$ cat config.mk
export PLATFORM = sky130hd
export DESIGN_NAME = fft_butterfly_pipeline
export DESIGN_NICKNAME = d
export VERILOG_FILES = /design/src/rtl/fft_bfly_pkg.sv /design/src/rtl/cycle_len_ctl.sv /design/src/rtl/fft_butterfly_pipeline.sv
export VERILOG_INCLUDE_DIRS = /design/src /design/src/rtl
export SDC_FILE = /design/constraint.sdc
export NUM_CORES = 2
export LEC_CHECK = 0
export BUFFER_PORTS_ARGS = -buffer_cell sky130_fd_sc_hd__buf_2
export CAP_MARGIN = 30
export CORE_ASPECT_RATIO = 0.5
export CORE_UTILIZATION = 61
export DETAILED_ROUTE_END_ITERATION = 12
export MAX_ROUTING_LAYER = met4
export PLACE_DENSITY = 0.82
export SLEW_MARGIN = 40
export SYNTH_ARGS = -nofsm -noshare
export SYNTH_HDL_FRONTEND = slang
export SYNTH_SLANG_ARGS = --single-unit
export TNS_END_PERCENT = 30
$ cat constraint.sdc
create_clock -name core_clk -period 9.8 [get_ports core_clk]
set_input_delay 0.49 -clock core_clk [delete_from_list [all_inputs] [get_ports core_clk]]
set_output_delay 0.49 -clock core_clk [all_outputs]
set_load 0.05 [all_outputs]
$ cat src/rtl/fft_bfly_defs.svh
// Operation
// - each butterfly yields A plus B times W, and A minus B times W
// - four real products and six real sums or differences per butterfly
// - schedule repeats every four microcycles; one butterfly starts and ends per four
// - up to three butterflies are in flight in different stages at once
// - in steady loop both ALUs and the multiplier work every microcycle
// - no resource serves two operations within one microcycle
// - control word is 128 bits with a field for each resource
// - fields cover ALUs, multiplier, addressing, memory, address pipeline, shifter, clock, cond mux
// - base microcycle covers 141 ns; 178 ns condition path asks a stretched cycle
// - microword has an operation part and a next-address part
`ifndef FFT_BFLY_DEFS_SVH
`define FFT_BFLY_DEFS_SVH

// microword geometry
`define MW_W 128
`define MW_SEQ_LSB 0
`define MW_SEQ_W 16
`define MW_RALU_LSB 16
`define MW_RALU_W 29
`define MW_IALU_LSB 45
`define MW_IALU_W 29
`define MW_MULT_LSB 74
`define MW_MULT_W 6
`define MW_SHIFT_LSB 80
`define MW_SHIFT_W 4
`define MW_APIPE_LSB 84
`define MW_APIPE_W 4
`define MW_DADDR_LSB 88
`define MW_CADDR_LSB 98
`define MW_RUN_BIT 108
`define MW_CCSEL_LSB 109
`define MW_CCSEL_W 5
`define MW_STRETCH_BIT 114
`define MW_MEM_EN_BIT 116
`define MW_SYNC_BIT 117
`define MW_OVF_CLR_BIT 118

// data and address widths
`define DATA_W 16
`define ADDR_W 10
`define COND_PIN_W 16

// address pipeline depths
`define B_STACK_DEPTH 3
`define A_STACK_DEPTH 2

// microcycle timing
`define CLK_PERIOD_NS 5
`define DATA_PATH_NS 141
`define COND_PATH_NS 178
`define BASE_CYC ((`DATA_PATH_NS + `CLK_PERIOD_NS - 1) / `CLK_PERIOD_NS)
`define LONG_CYC ((`COND_PATH_NS + `CLK_PERIOD_NS - 1) / `CLK_PERIOD_NS)

`endif

$ cat src/rtl/fft_bfly_pkg.sv
`include "fft_bfly_defs.svh"

package fft_bfly_pkg;

  // loop position inside the four-microcycle schedule
  typedef enum logic [3:0] {
    PH0 = 4'b0001,
    PH1 = 4'b0010,
    PH2 = 4'b0100,
    PH3 = 4'b1000
  } phase_e;

  typedef struct packed {
    logic signed [`DATA_W-1:0] re;
    logic signed [`DATA_W-1:0] im;
  } cplx_s;

  typedef struct packed {
    logic rd;
    logic wr;
    logic [`ADDR_W-1:0] addr;
  } mem_req_s;

  typedef struct packed {
    logic [11:0] branch_addr;
    logic [3:0] instr;
  } seq_ctl_s;

endpackage

$ cat src/rtl/cycle_len_ctl.sv
`timescale 1ns/1ps
`include "fft_bfly_defs.svh"

module cycle_len_ctl #(
  parameter int BASE_CYC = `BASE_CYC,
  parameter int LONG_CYC = `LONG_CYC
) (
  // clock and reset
  input wire logic core_clk,
  input wire logic arst_n,
  // length request
  input wire logic stretch,
  // end of microcycle
  output logic step
);

  logic [7:0] cnt_ff;
  logic step_ff;
  wire [7:0] last_base = 8'(BASE_CYC - 1);
  wire [7:0] last_long = 8'(LONG_CYC - 1);
  // live request decides: the word holds still for the whole microcycle
  wire [7:0] last_cnt = stretch ? last_long : last_base;
  wire at_end = (cnt_ff >= last_cnt);

  // free running microcycle counter, one pulse per microcycle
  always_ff @(posedge core_clk or negedge arst_n) begin
    if (!arst_n) begin
      cnt_ff <= 8'h00;
      step_ff <= 1'b0;
    end else begin
      cnt_ff <= at_end ? 8'h00 : cnt_ff + 8'h01;
      step_ff <= at_end;
    end
  end

  assign step = step_ff;

endmodule

$ cat src/rtl/fft_butterfly_pipeline.sv
`timescale 1ns/1ps
`include "fft_bfly_defs.svh"

module fft_butterfly_pipeline
  import fft_bfly_pkg::*;
#(
  parameter int BASE_CYC = `BASE_CYC,
  parameter int LONG_CYC = `LONG_CYC,
  parameter int B_DEPTH = `B_STACK_DEPTH,
  parameter int A_DEPTH = `A_STACK_DEPTH
) (
  // clock and reset
  input wire logic core_clk,
  input wire logic arst_n,
  // microword from the pipeline register
  input wire logic [`MW_W-1:0] uword,
  // data memory
  input wire cplx_s mem_rdata,
  output mem_req_s mem_req,
  output cplx_s mem_wdata,
  // coefficient memory
  input wire cplx_s coef_rdata,
  output logic [`ADDR_W-1:0] coef_addr,
  // condition inputs from outside
  input wire logic [`COND_PIN_W-1:0] cond_pins,
  // toward the sequencer
  output seq_ctl_s seq_ctl,
  output logic cond_out,
  output logic ucyc_step
);

  // microword field decode
  wire [`MW_SEQ_W-1:0] seq_field = uword[`MW_SEQ_LSB +: `MW_SEQ_W];
  wire [`MW_RALU_W-1:0] ralu_field = uword[`MW_RALU_LSB +: `MW_RALU_W];
  wire [`MW_IALU_W-1:0] ialu_field = uword[`MW_IALU_LSB +: `MW_IALU_W];
  wire [`MW_MULT_W-1:0] mult_field = uword[`MW_MULT_LSB +: `MW_MULT_W];
  wire [`MW_SHIFT_W-1:0] shift_amt = uword[`MW_SHIFT_LSB +: `MW_SHIFT_W];
  wire [`MW_APIPE_W-1:0] apipe_field = uword[`MW_APIPE_LSB +: `MW_APIPE_W];
  wire [`ADDR_W-1:0] daddr = uword[`MW_DADDR_LSB +: `ADDR_W];
  wire [`ADDR_W-1:0] caddr = uword[`MW_CADDR_LSB +: `ADDR_W];
  wire [`MW_CCSEL_W-1:0] ccsel = uword[`MW_CCSEL_LSB +: `MW_CCSEL_W];
  wire run = uword[`MW_RUN_BIT];
  wire stretch = uword[`MW_STRETCH_BIT];
  wire mem_en = uword[`MW_MEM_EN_BIT];
  wire sync = uword[`MW_SYNC_BIT];
  wire ovf_clr = uword[`MW_OVF_CLR_BIT];
  wire ralu_en = ralu_field[0];
  wire ialu_en = ialu_field[0];
  wire mult_en = mult_field[0];
  wire apipe_push = apipe_field[0];

  // microcycle length controller
  logic step;
  cycle_len_ctl #(
    .BASE_CYC(BASE_CYC),
    .LONG_CYC(LONG_CYC)
  ) u_cycle_len (
    .core_clk(core_clk),
    .arst_n(arst_n),
    .stretch(stretch),
    .step(step)
  );

  // loop phase
  phase_e phase_ff;
  phase_e nxt_phase;
  wire act = step & run;
  wire ph0 = (phase_ff == PH0);
  wire ph1 = (phase_ff == PH1);
  wire ph2 = (phase_ff == PH2);
  wire ph3 = (phase_ff == PH3);

  // the schedule wraps every fourth microcycle
  always_comb begin
    nxt_phase = phase_ff;
    if (step && sync) begin
      nxt_phase = PH0;
    end else if (act) begin
      unique case (phase_ff)
        PH0: nxt_phase = PH1;
        PH1: nxt_phase = PH2;
        PH2: nxt_phase = PH3;
        PH3: nxt_phase = PH0;
        default: nxt_phase = PH0;
      endcase
    end
  end

  always_ff @(posedge core_clk or negedge arst_n) begin
    if (!arst_n) begin
      phase_ff <= PH0;
    end else begin
      phase_ff <= nxt_phase;
    end
  end

  // pipeline registers; each one has a single writer per phase
  cplx_s b_ff;
  cplx_s w_ff;
  cplx_s a_ff;
  logic signed [`DATA_W-1:0] mreg_ff;
  logic signed [`DATA_W-1:0] pr_ff;
  logic signed [`DATA_W-1:0] pi_ff;
  logic signed [`DATA_W-1:0] ai_hold_ff;
  logic signed [`DATA_W-1:0] a1r_ff;
  logic signed [`DATA_W-1:0] a1i_ff;
  logic signed [`DATA_W-1:0] b1r_ff;
  logic signed [`DATA_W-1:0] b1i_ff;

  function automatic logic signed [`DATA_W:0] addsub(
    input logic signed [`DATA_W-1:0] x,
    input logic signed [`DATA_W-1:0] y,
    input logic sub
  );
    logic signed [`DATA_W:0] xe;
    logic signed [`DATA_W:0] ye;
    xe = {x[`DATA_W-1], x};
    ye = {y[`DATA_W-1], y};
    addsub = sub ? (xe - ye) : (xe + ye);
  endfunction

  // shared multiplier: BrWr, BiWi, BrWi, BiWr in phases 1, 2, 3, 0
  wire signed [`DATA_W-1:0] m_b = (ph1 | ph3) ? b_ff.re : b_ff.im;
  wire signed [`DATA_W-1:0] m_w = (ph1 | ph0) ? w_ff.re : w_ff.im;
  wire signed [2*`DATA_W-1:0] prod = m_b * m_w;
  // coefficients are fractions; drop the duplicated sign bit
  wire signed [`DATA_W-1:0] prod_q = prod[2*`DATA_W-2:`DATA_W-1];

  // real alu: load BrWr, subtract BiWi, then A.re plus and minus
  wire signed [`DATA_W-1:0] rx = ph2 ? mreg_ff : (ph3 ? pr_ff : a_ff.re);
  wire signed [`DATA_W-1:0] ry = ph2 ? '0 : (ph3 ? mreg_ff : pr_ff);
  wire rsub = ph3 | ph1;
  wire signed [`DATA_W:0] rsum = addsub(rx, ry, rsub);
  wire signed [`DATA_W-1:0] rres = rsum[`DATA_W-1:0];
  wire rovf = rsum[`DATA_W] ^ rsum[`DATA_W-1];

  // imag alu: load BrWi, add BiWr, then A.im plus and minus
  wire signed [`DATA_W-1:0] ix = ph0 ? mreg_ff : (ph1 ? pi_ff : ai_hold_ff);
  wire signed [`DATA_W-1:0] iy = ph0 ? '0 : (ph1 ? mreg_ff : pi_ff);
  wire isub = ph3;
  wire signed [`DATA_W:0] isum = addsub(ix, iy, isub);
  wire signed [`DATA_W-1:0] ires = isum[`DATA_W-1:0];
  wire iovf = isum[`DATA_W] ^ isum[`DATA_W-1];

  wire r_go = act & ralu_en;
  wire i_go = act & ialu_en;
  wire m_go = act & mult_en;
  wire rd_go = act & mem_en;

  // operand capture: B and W in phase 0, A in phase 2
  always_ff @(posedge core_clk or negedge arst_n) begin
    if (!arst_n) begin
      b_ff <= '0;
      w_ff <= '0;
      a_ff <= '0;
    end else begin
      if (rd_go && ph0) begin
        b_ff <= mem_rdata;
        w_ff <= coef_rdata;
      end
      if (rd_go && ph2) begin
        a_ff <= mem_rdata;
      end
    end
  end

  // multiplier product register, busy every phase of the loop
  always_ff @(posedge core_clk or negedge arst_n) begin
    if (!arst_n) begin
      mreg_ff <= '0;
    end else if (m_go) begin
      mreg_ff <= prod_q;
    end
  end

  // real alu destinations
  always_ff @(posedge core_clk or negedge arst_n) begin
    if (!arst_n) begin
      pr_ff <= '0;
      a1r_ff <= '0;
      b1r_ff <= '0;
    end else if (r_go) begin
      if (ph2 || ph3) begin
        pr_ff <= rres;
      end
      if (ph0) begin
        a1r_ff <= rres;
      end
      if (ph1) begin
        b1r_ff <= rres;
      end
    end
  end

  // imag alu destinations; A.im is moved aside so the next A can load
  always_ff @(posedge core_clk or negedge arst_n) begin
    if (!arst_n) begin
      pi_ff <= '0;
      a1i_ff <= '0;
      b1i_ff <= '0;
      ai_hold_ff <= '0;
    end else if (i_go) begin
      if (ph0 || ph1) begin
        pi_ff <= ires;
      end
      if (ph1) begin
        ai_hold_ff <= a_ff.im;
      end
      if (ph2) begin
        a1i_ff <= ires;
      end
      if (ph3) begin
        b1i_ff <= ires;
      end
    end
  end

  // sticky overflow; a new overflow beats a clear in the same microcycle
  logic ovf_r_ff;
  logic ovf_i_ff;
  wire clr_ovf = step & ovf_clr;
  wire set_ovf_r = r_go & rovf & ~ph2;
  wire set_ovf_i = i_go & iovf & ~ph0;
  always_ff @(posedge core_clk or negedge arst_n) begin
    if (!arst_n) begin
      ovf_r_ff <= 1'b0;
      ovf_i_ff <= 1'b0;
    end else begin
      ovf_r_ff <= (ovf_r_ff & ~clr_ovf) | set_ovf_r;
      ovf_i_ff <= (ovf_i_ff & ~clr_ovf) | set_ovf_i;
    end
  end

  // address push-down stacks: B writes back three reads later, A two
  logic [`ADDR_W-1:0] bstk_ff [B_DEPTH];
  logic [`ADDR_W-1:0] astk_ff [A_DEPTH];
  wire push_b = act & apipe_push & ph0;
  wire push_a = act & apipe_push & ph2;
  always_ff @(posedge core_clk or negedge arst_n) begin
    if (!arst_n) begin
      for (int i = 0; i < B_DEPTH; i++) begin
        bstk_ff[i] <= '0;
      end
      for (int i = 0; i < A_DEPTH; i++) begin
        astk_ff[i] <= '0;
      end
    end else begin
      if (push_b) begin
        bstk_ff[0] <= daddr;
        for (int i = 1; i < B_DEPTH; i++) begin
          bstk_ff[i] <= bstk_ff[i-1];
        end
      end
      if (push_a) begin
        astk_ff[0] <= daddr;
        for (int i = 1; i < A_DEPTH; i++) begin
          astk_ff[i] <= astk_ff[i-1];
        end
      end
    end
  end

  // one memory slot per phase: read B, write B1, read A, write A1
  wire mem_on = run & mem_en;
  wire [`ADDR_W-1:0] req_addr = ph1 ? bstk_ff[B_DEPTH-1] :
                                ph3 ? astk_ff[A_DEPTH-1] : daddr;
  wire signed [`DATA_W-1:0] wr_re = ph1 ? b1r_ff : a1r_ff;
  wire signed [`DATA_W-1:0] wr_im = ph1 ? b1i_ff : a1i_ff;
  // shifter scales results on the way out for block floating point
  wire signed [`DATA_W-1:0] sh_re = wr_re >>> shift_amt;
  wire signed [`DATA_W-1:0] sh_im = wr_im >>> shift_amt;

  // condition sources; bit 0 is the forced pass
  logic [`COND_PIN_W-1:0] cp1_ff;
  logic [`COND_PIN_W-1:0] cp2_ff;
  logic [`COND_PIN_W-1:0] cp3_ff;
  logic [`COND_PIN_W-1:0] cp_ff;
  wire [`COND_PIN_W-1:0] cp_agree = ~(cp2_ff ^ cp3_ff);
  wire [31:0] cond_src = {cp_ff, 11'h000, run, ph0, ovf_i_ff, ovf_r_ff, 1'b1};

  // pins pass three flops; a bit moves only once the last two agree
  always_ff @(posedge core_clk or negedge arst_n) begin
    if (!arst_n) begin
      cp1_ff <= '0;
      cp2_ff <= '0;
      cp3_ff <= '0;
      cp_ff <= '0;
    end else begin
      cp1_ff <= cond_pins;
      cp2_ff <= cp1_ff;
      cp3_ff <= cp2_ff;
      cp_ff <= (cp3_ff & cp_agree) | (cp_ff & ~cp_agree);
    end
  end

  // registered outputs, refreshed every core clock
  always_ff @(posedge core_clk or negedge arst_n) begin
    if (!arst_n) begin
      mem_req <= '0;
      mem_wdata <= '0;
      coef_addr <= '0;
      seq_ctl <= '0;
      cond_out <= 1'b0;
    end else begin
      mem_req.rd <= mem_on & (ph0 | ph2);
      mem_req.wr <= mem_on & (ph1 | ph3);
      mem_req.addr <= req_addr;
      mem_wdata.re <= sh_re;
      mem_wdata.im <= sh_im;
      coef_addr <= caddr;
      seq_ctl <= seq_field;
      cond_out <= cond_src[ccsel];
    end
  end

  assign ucyc_step = step;

endmodule

==> metrics.md <==
| Metric | Value |
|---|---|
| Max_slew headroom | `0.4234` |
| Count of flip-flops with a built-in enable after synthesis | `0` |
| DR vias/cell | `5.784` |
| DRT iter0 DRCs | `2063` |
| Unrepaired setup endpoints after global routing | `no` |
| Synth area leader | `dfrtp_1` |
| Most frequent cells in the layout | `514 x nand2_1, 423 x dfrtp_1, 324 x inv_1` |
| Fin Clk Skew | `0.02948 ns` |
| Final Setup Violations | `0` |
| Die area | `49240 sq um` |
| CTS buffer count | `39` |
| Final WS setup | `0.5445 ns` |
| Syn avg cell area | `10.11 sq um` |
| Critical Path AT | `9.77 ns` |
| Pre-antenna DRT Iters | `6` |
| Vias | `21.80k` |
| HP Class | `primary input to flip-flop` |
| Period utilisation layout | `0.9444` |
| Worst slew pin tran | `0.8408 ns` |
| Outcome | `finished, final reports clean` |
| Area contributors post-synth | `dfrtp_1 36%, fa_1 17%, mux2_2 8.5%` |
| Clock buffer depth | `3` |
| Fraction of layout cells with a size suffix above 1 | `0.1866` |
| I/O Pins | `282` |
| Wire length of the first global-routing pass | `116.8 mm` |
| Area of the multi-input gates | `17190 sq um` |
| Die width | `312.8 um` |
| Max frequency | `0.1080 GHz` |
| Startpoint types | `flip-flop` |
| Area after DPL | `31260 sq um` |
| Clock sink total | `424` |
| Pin count of the biggest net entering global routing | `112` |
| Max-cap violations | `0` |
| Seq/Total Area, Yosys | `0.3601` |
| DR WL/cell | `19.37 um` |
| Fin crit period | `9.256 ns` |
| Type of destination of the critical path | `flip-flop` |
| Cells after synthesis | `2914` |
| Total wire length | `73.00 mm` |
| Flop and latch count out of synthesis | `424` |
| Cell Area, Synth | `29460 sq um` |
| CTS root buf | `clkbuf_16` |
| DRC viols | `0` |
| Worst-Skew Late Latency | `0.58 ns` |
| Sequential Area | `10610 sq um` |
| FP Rows | `56` |
| H-tree depth | `2` |
| Final Hold Fails | `0` |
| GRT Total Usage | `0.3116` |
| ANT nets after route | `0` |
| Core Box Area | `47230 sq um` |
| GP Congestion | `0.9756` |
| WS Path Type | `flip-flop to flip-flop` |
| Synth cell types | `82` |
| Slew Limit Fails | `0` |
| Hpwl dp | `54.11 mm` |
| Fill cell count | `3487` |
| Fin area | `32780 sq um` |
| Die H | `157.4 um` |
| DP Worst Slack | `0.7682 ns` |
| Net Count, Synth | `3499` |
| Initial Util | `0.6239` |
| Data required, critical path | `10.32 ns` |
| Share of the synthesized area in the top cell type | `0.3593` |
| Area Overhead vs Synth | `11.24%` |
| Clock transition at the registers of the reported paths | `0.07 ns` |
| Grt total ovfl | `0` |
| Initial antenna violation count | `1` |
| Ys async rst share | `1.000` |
| Setup slack, reg-to-reg | `0.54 ns` |
| # nets final | `3684` |
| Port Buffers | `207` |
| Post-CTS Resized | `0` |
| Total Neg Setup Slack | `0 ns` |
| Yosys synthesis warning count | `0` |
| CTS tree | `done` |
| CP max FO | `26` |
| Vias in the first global route | `21.75k` |
| Commonest non-fill, non-tap cell in the layout | `nand2_1` |
| Ys flop type | `dfrtp_1` |
-- critical path: stages (launching register included) --
cell,delay [ns]
dfstp_2,0.90
xor2_1,0.56
nand2_2,0.60
mux2i_1,0.57
buf_4,0.30
nor2_1,0.09
fa_1,0.62
fa_1,0.47
fa_1,0.53
fa_1,0.46
fa_1,0.50
inv_1,0.06
fa_1,0.50
inv_1,0.05
ha_1,0.32
nand3_1,0.12
or2_1,0.16
nor2_1,0.06
a2111oi_0,0.67
o31ai_4,0.26
a31oi_4,0.32
o21ai_2,0.14
a211o_1,0.31
a2111oi_0,0.42
or3_1,0.17
-- state kept, by name (all words and copies together) (netlist names), 20 cells and up, named ones only --
name,count
a_ff,32
w_ff,32
b_ff,32
bstk_ff,30
mem_wdata,32
astk_ff,20
-- cell families (layout without fill, tap and decap cells) --
| kind of cell | after synthesis | after routing | synth area share |
|---|---|---|---|
| xor+xnor | 88 | 88 | 0.02663 |
| buf+inv | 444 | 660 | 0.05856 |
| compound gates | 334 | 334 | 0.07181 |
| fa+ha+maj | 391 | 391 | 0.2302 |
| other cells | 1 | 2 | 0.0001273 |
| simple gates | 897 | 897 | 0.1258 |
| mux | 335 | 335 | 0.1268 |
| flops | 424 | 424 | 0.3601 |
-- worst paths after layout --
check | depth (start not counted) | startpoint | to
worst max-delay path | 24 | phase_ff[0]$_DFFE_PN1P_ | mreg_ff[14]$_DFFE_PN0P_
worst min-delay path | 1 | cond_pins[6] | cp1_ff[6]$_DFF_PN0_
worst max register to register | 24 | phase_ff[0]$_DFFE_PN1P_ | mreg_ff[14]$_DFFE_PN0P_
worst min register to register | 0 | cp1_ff[15]$_DFF_PN0_ | cp2_ff[15]$_DFF_PN0_
max in group asynchronous | 7 | arst_n | a1r_ff[14]$_DFFE_PN0P_
min in group asynchronous | 2 | arst_n | w_ff[2]$_DFFE_PN0P_
-- what timing repair did --
action | in CTS | in global routing
endpoints found under the hold margin | 22 | 1
hold buffers | 7 | 1
setup buffers | 0 | 0
-- through the flow --
| step | hold WS [ns] | instances | util |
|---|---|---|---|
| final | 0.01366 | 3769 | 0.6941 |
| after global routing | 0.001443 | 3769 | 0.6941 |
| after CTS | 0.0001432 | 3765 | 0.6924 |
| after detailed placement | 0.3355 | 3686 | 0.6620 |
| after global placement | 0.3327 | 3684 | 0.6602 |
| after floorplan | 0.1944 | 2914 | - |
-- layout make-up --
type | instances | share of cell area
Clock buffer | 53 | 0.03290
Antenna cell | 1 | 0.00007634
Inverter | 325 | 0.03722
Multi-Input combinational cell | 2046 | 0.5244
Sequential cell | 424 | 0.3237
Timing Repair Buffer | 263 | 0.04852
Tap cell | 638 | 0.02435
Clock inverter | 19 | 0.008818
-- synthesized netlist by cell type (all sizes together) (8+ instances only) --
cell    count
nand2     516
fa        257
or2         8
a21o       16
nand2b     11
clkbuf     91
nor3       20
buf        28
a31oi      47
ha        118
nor2      263
and2        9
xor2       28
a22o       13
mux2i     105
mux4        8
maj3       16
or3         8
a211oi     13
a21oi      83
o21bai      8
nor2b      12
o21ai      98
inv       324
o31ai       8
mux2      222
xnor2      59
nand3      22
dfrtp     423
-- routing by layer --
| layer | up-vias | GRT usage | wire length (um) |
|---|---|---|---|
| met5 | - | - | 0 |
| li1 | 9855 | - | - |
| met1 | 10909 | 0.4215 | 31090 |
| met4 | 0 | 0.09315 | 2134 |
| met3 | 169 | 0.05863 | 5908 |
| met2 | 866 | 0.4827 | 33860 |
Power is not shown: default switching activity piles up to over one toggle a cycle in this logic, so the estimate is an artifact.
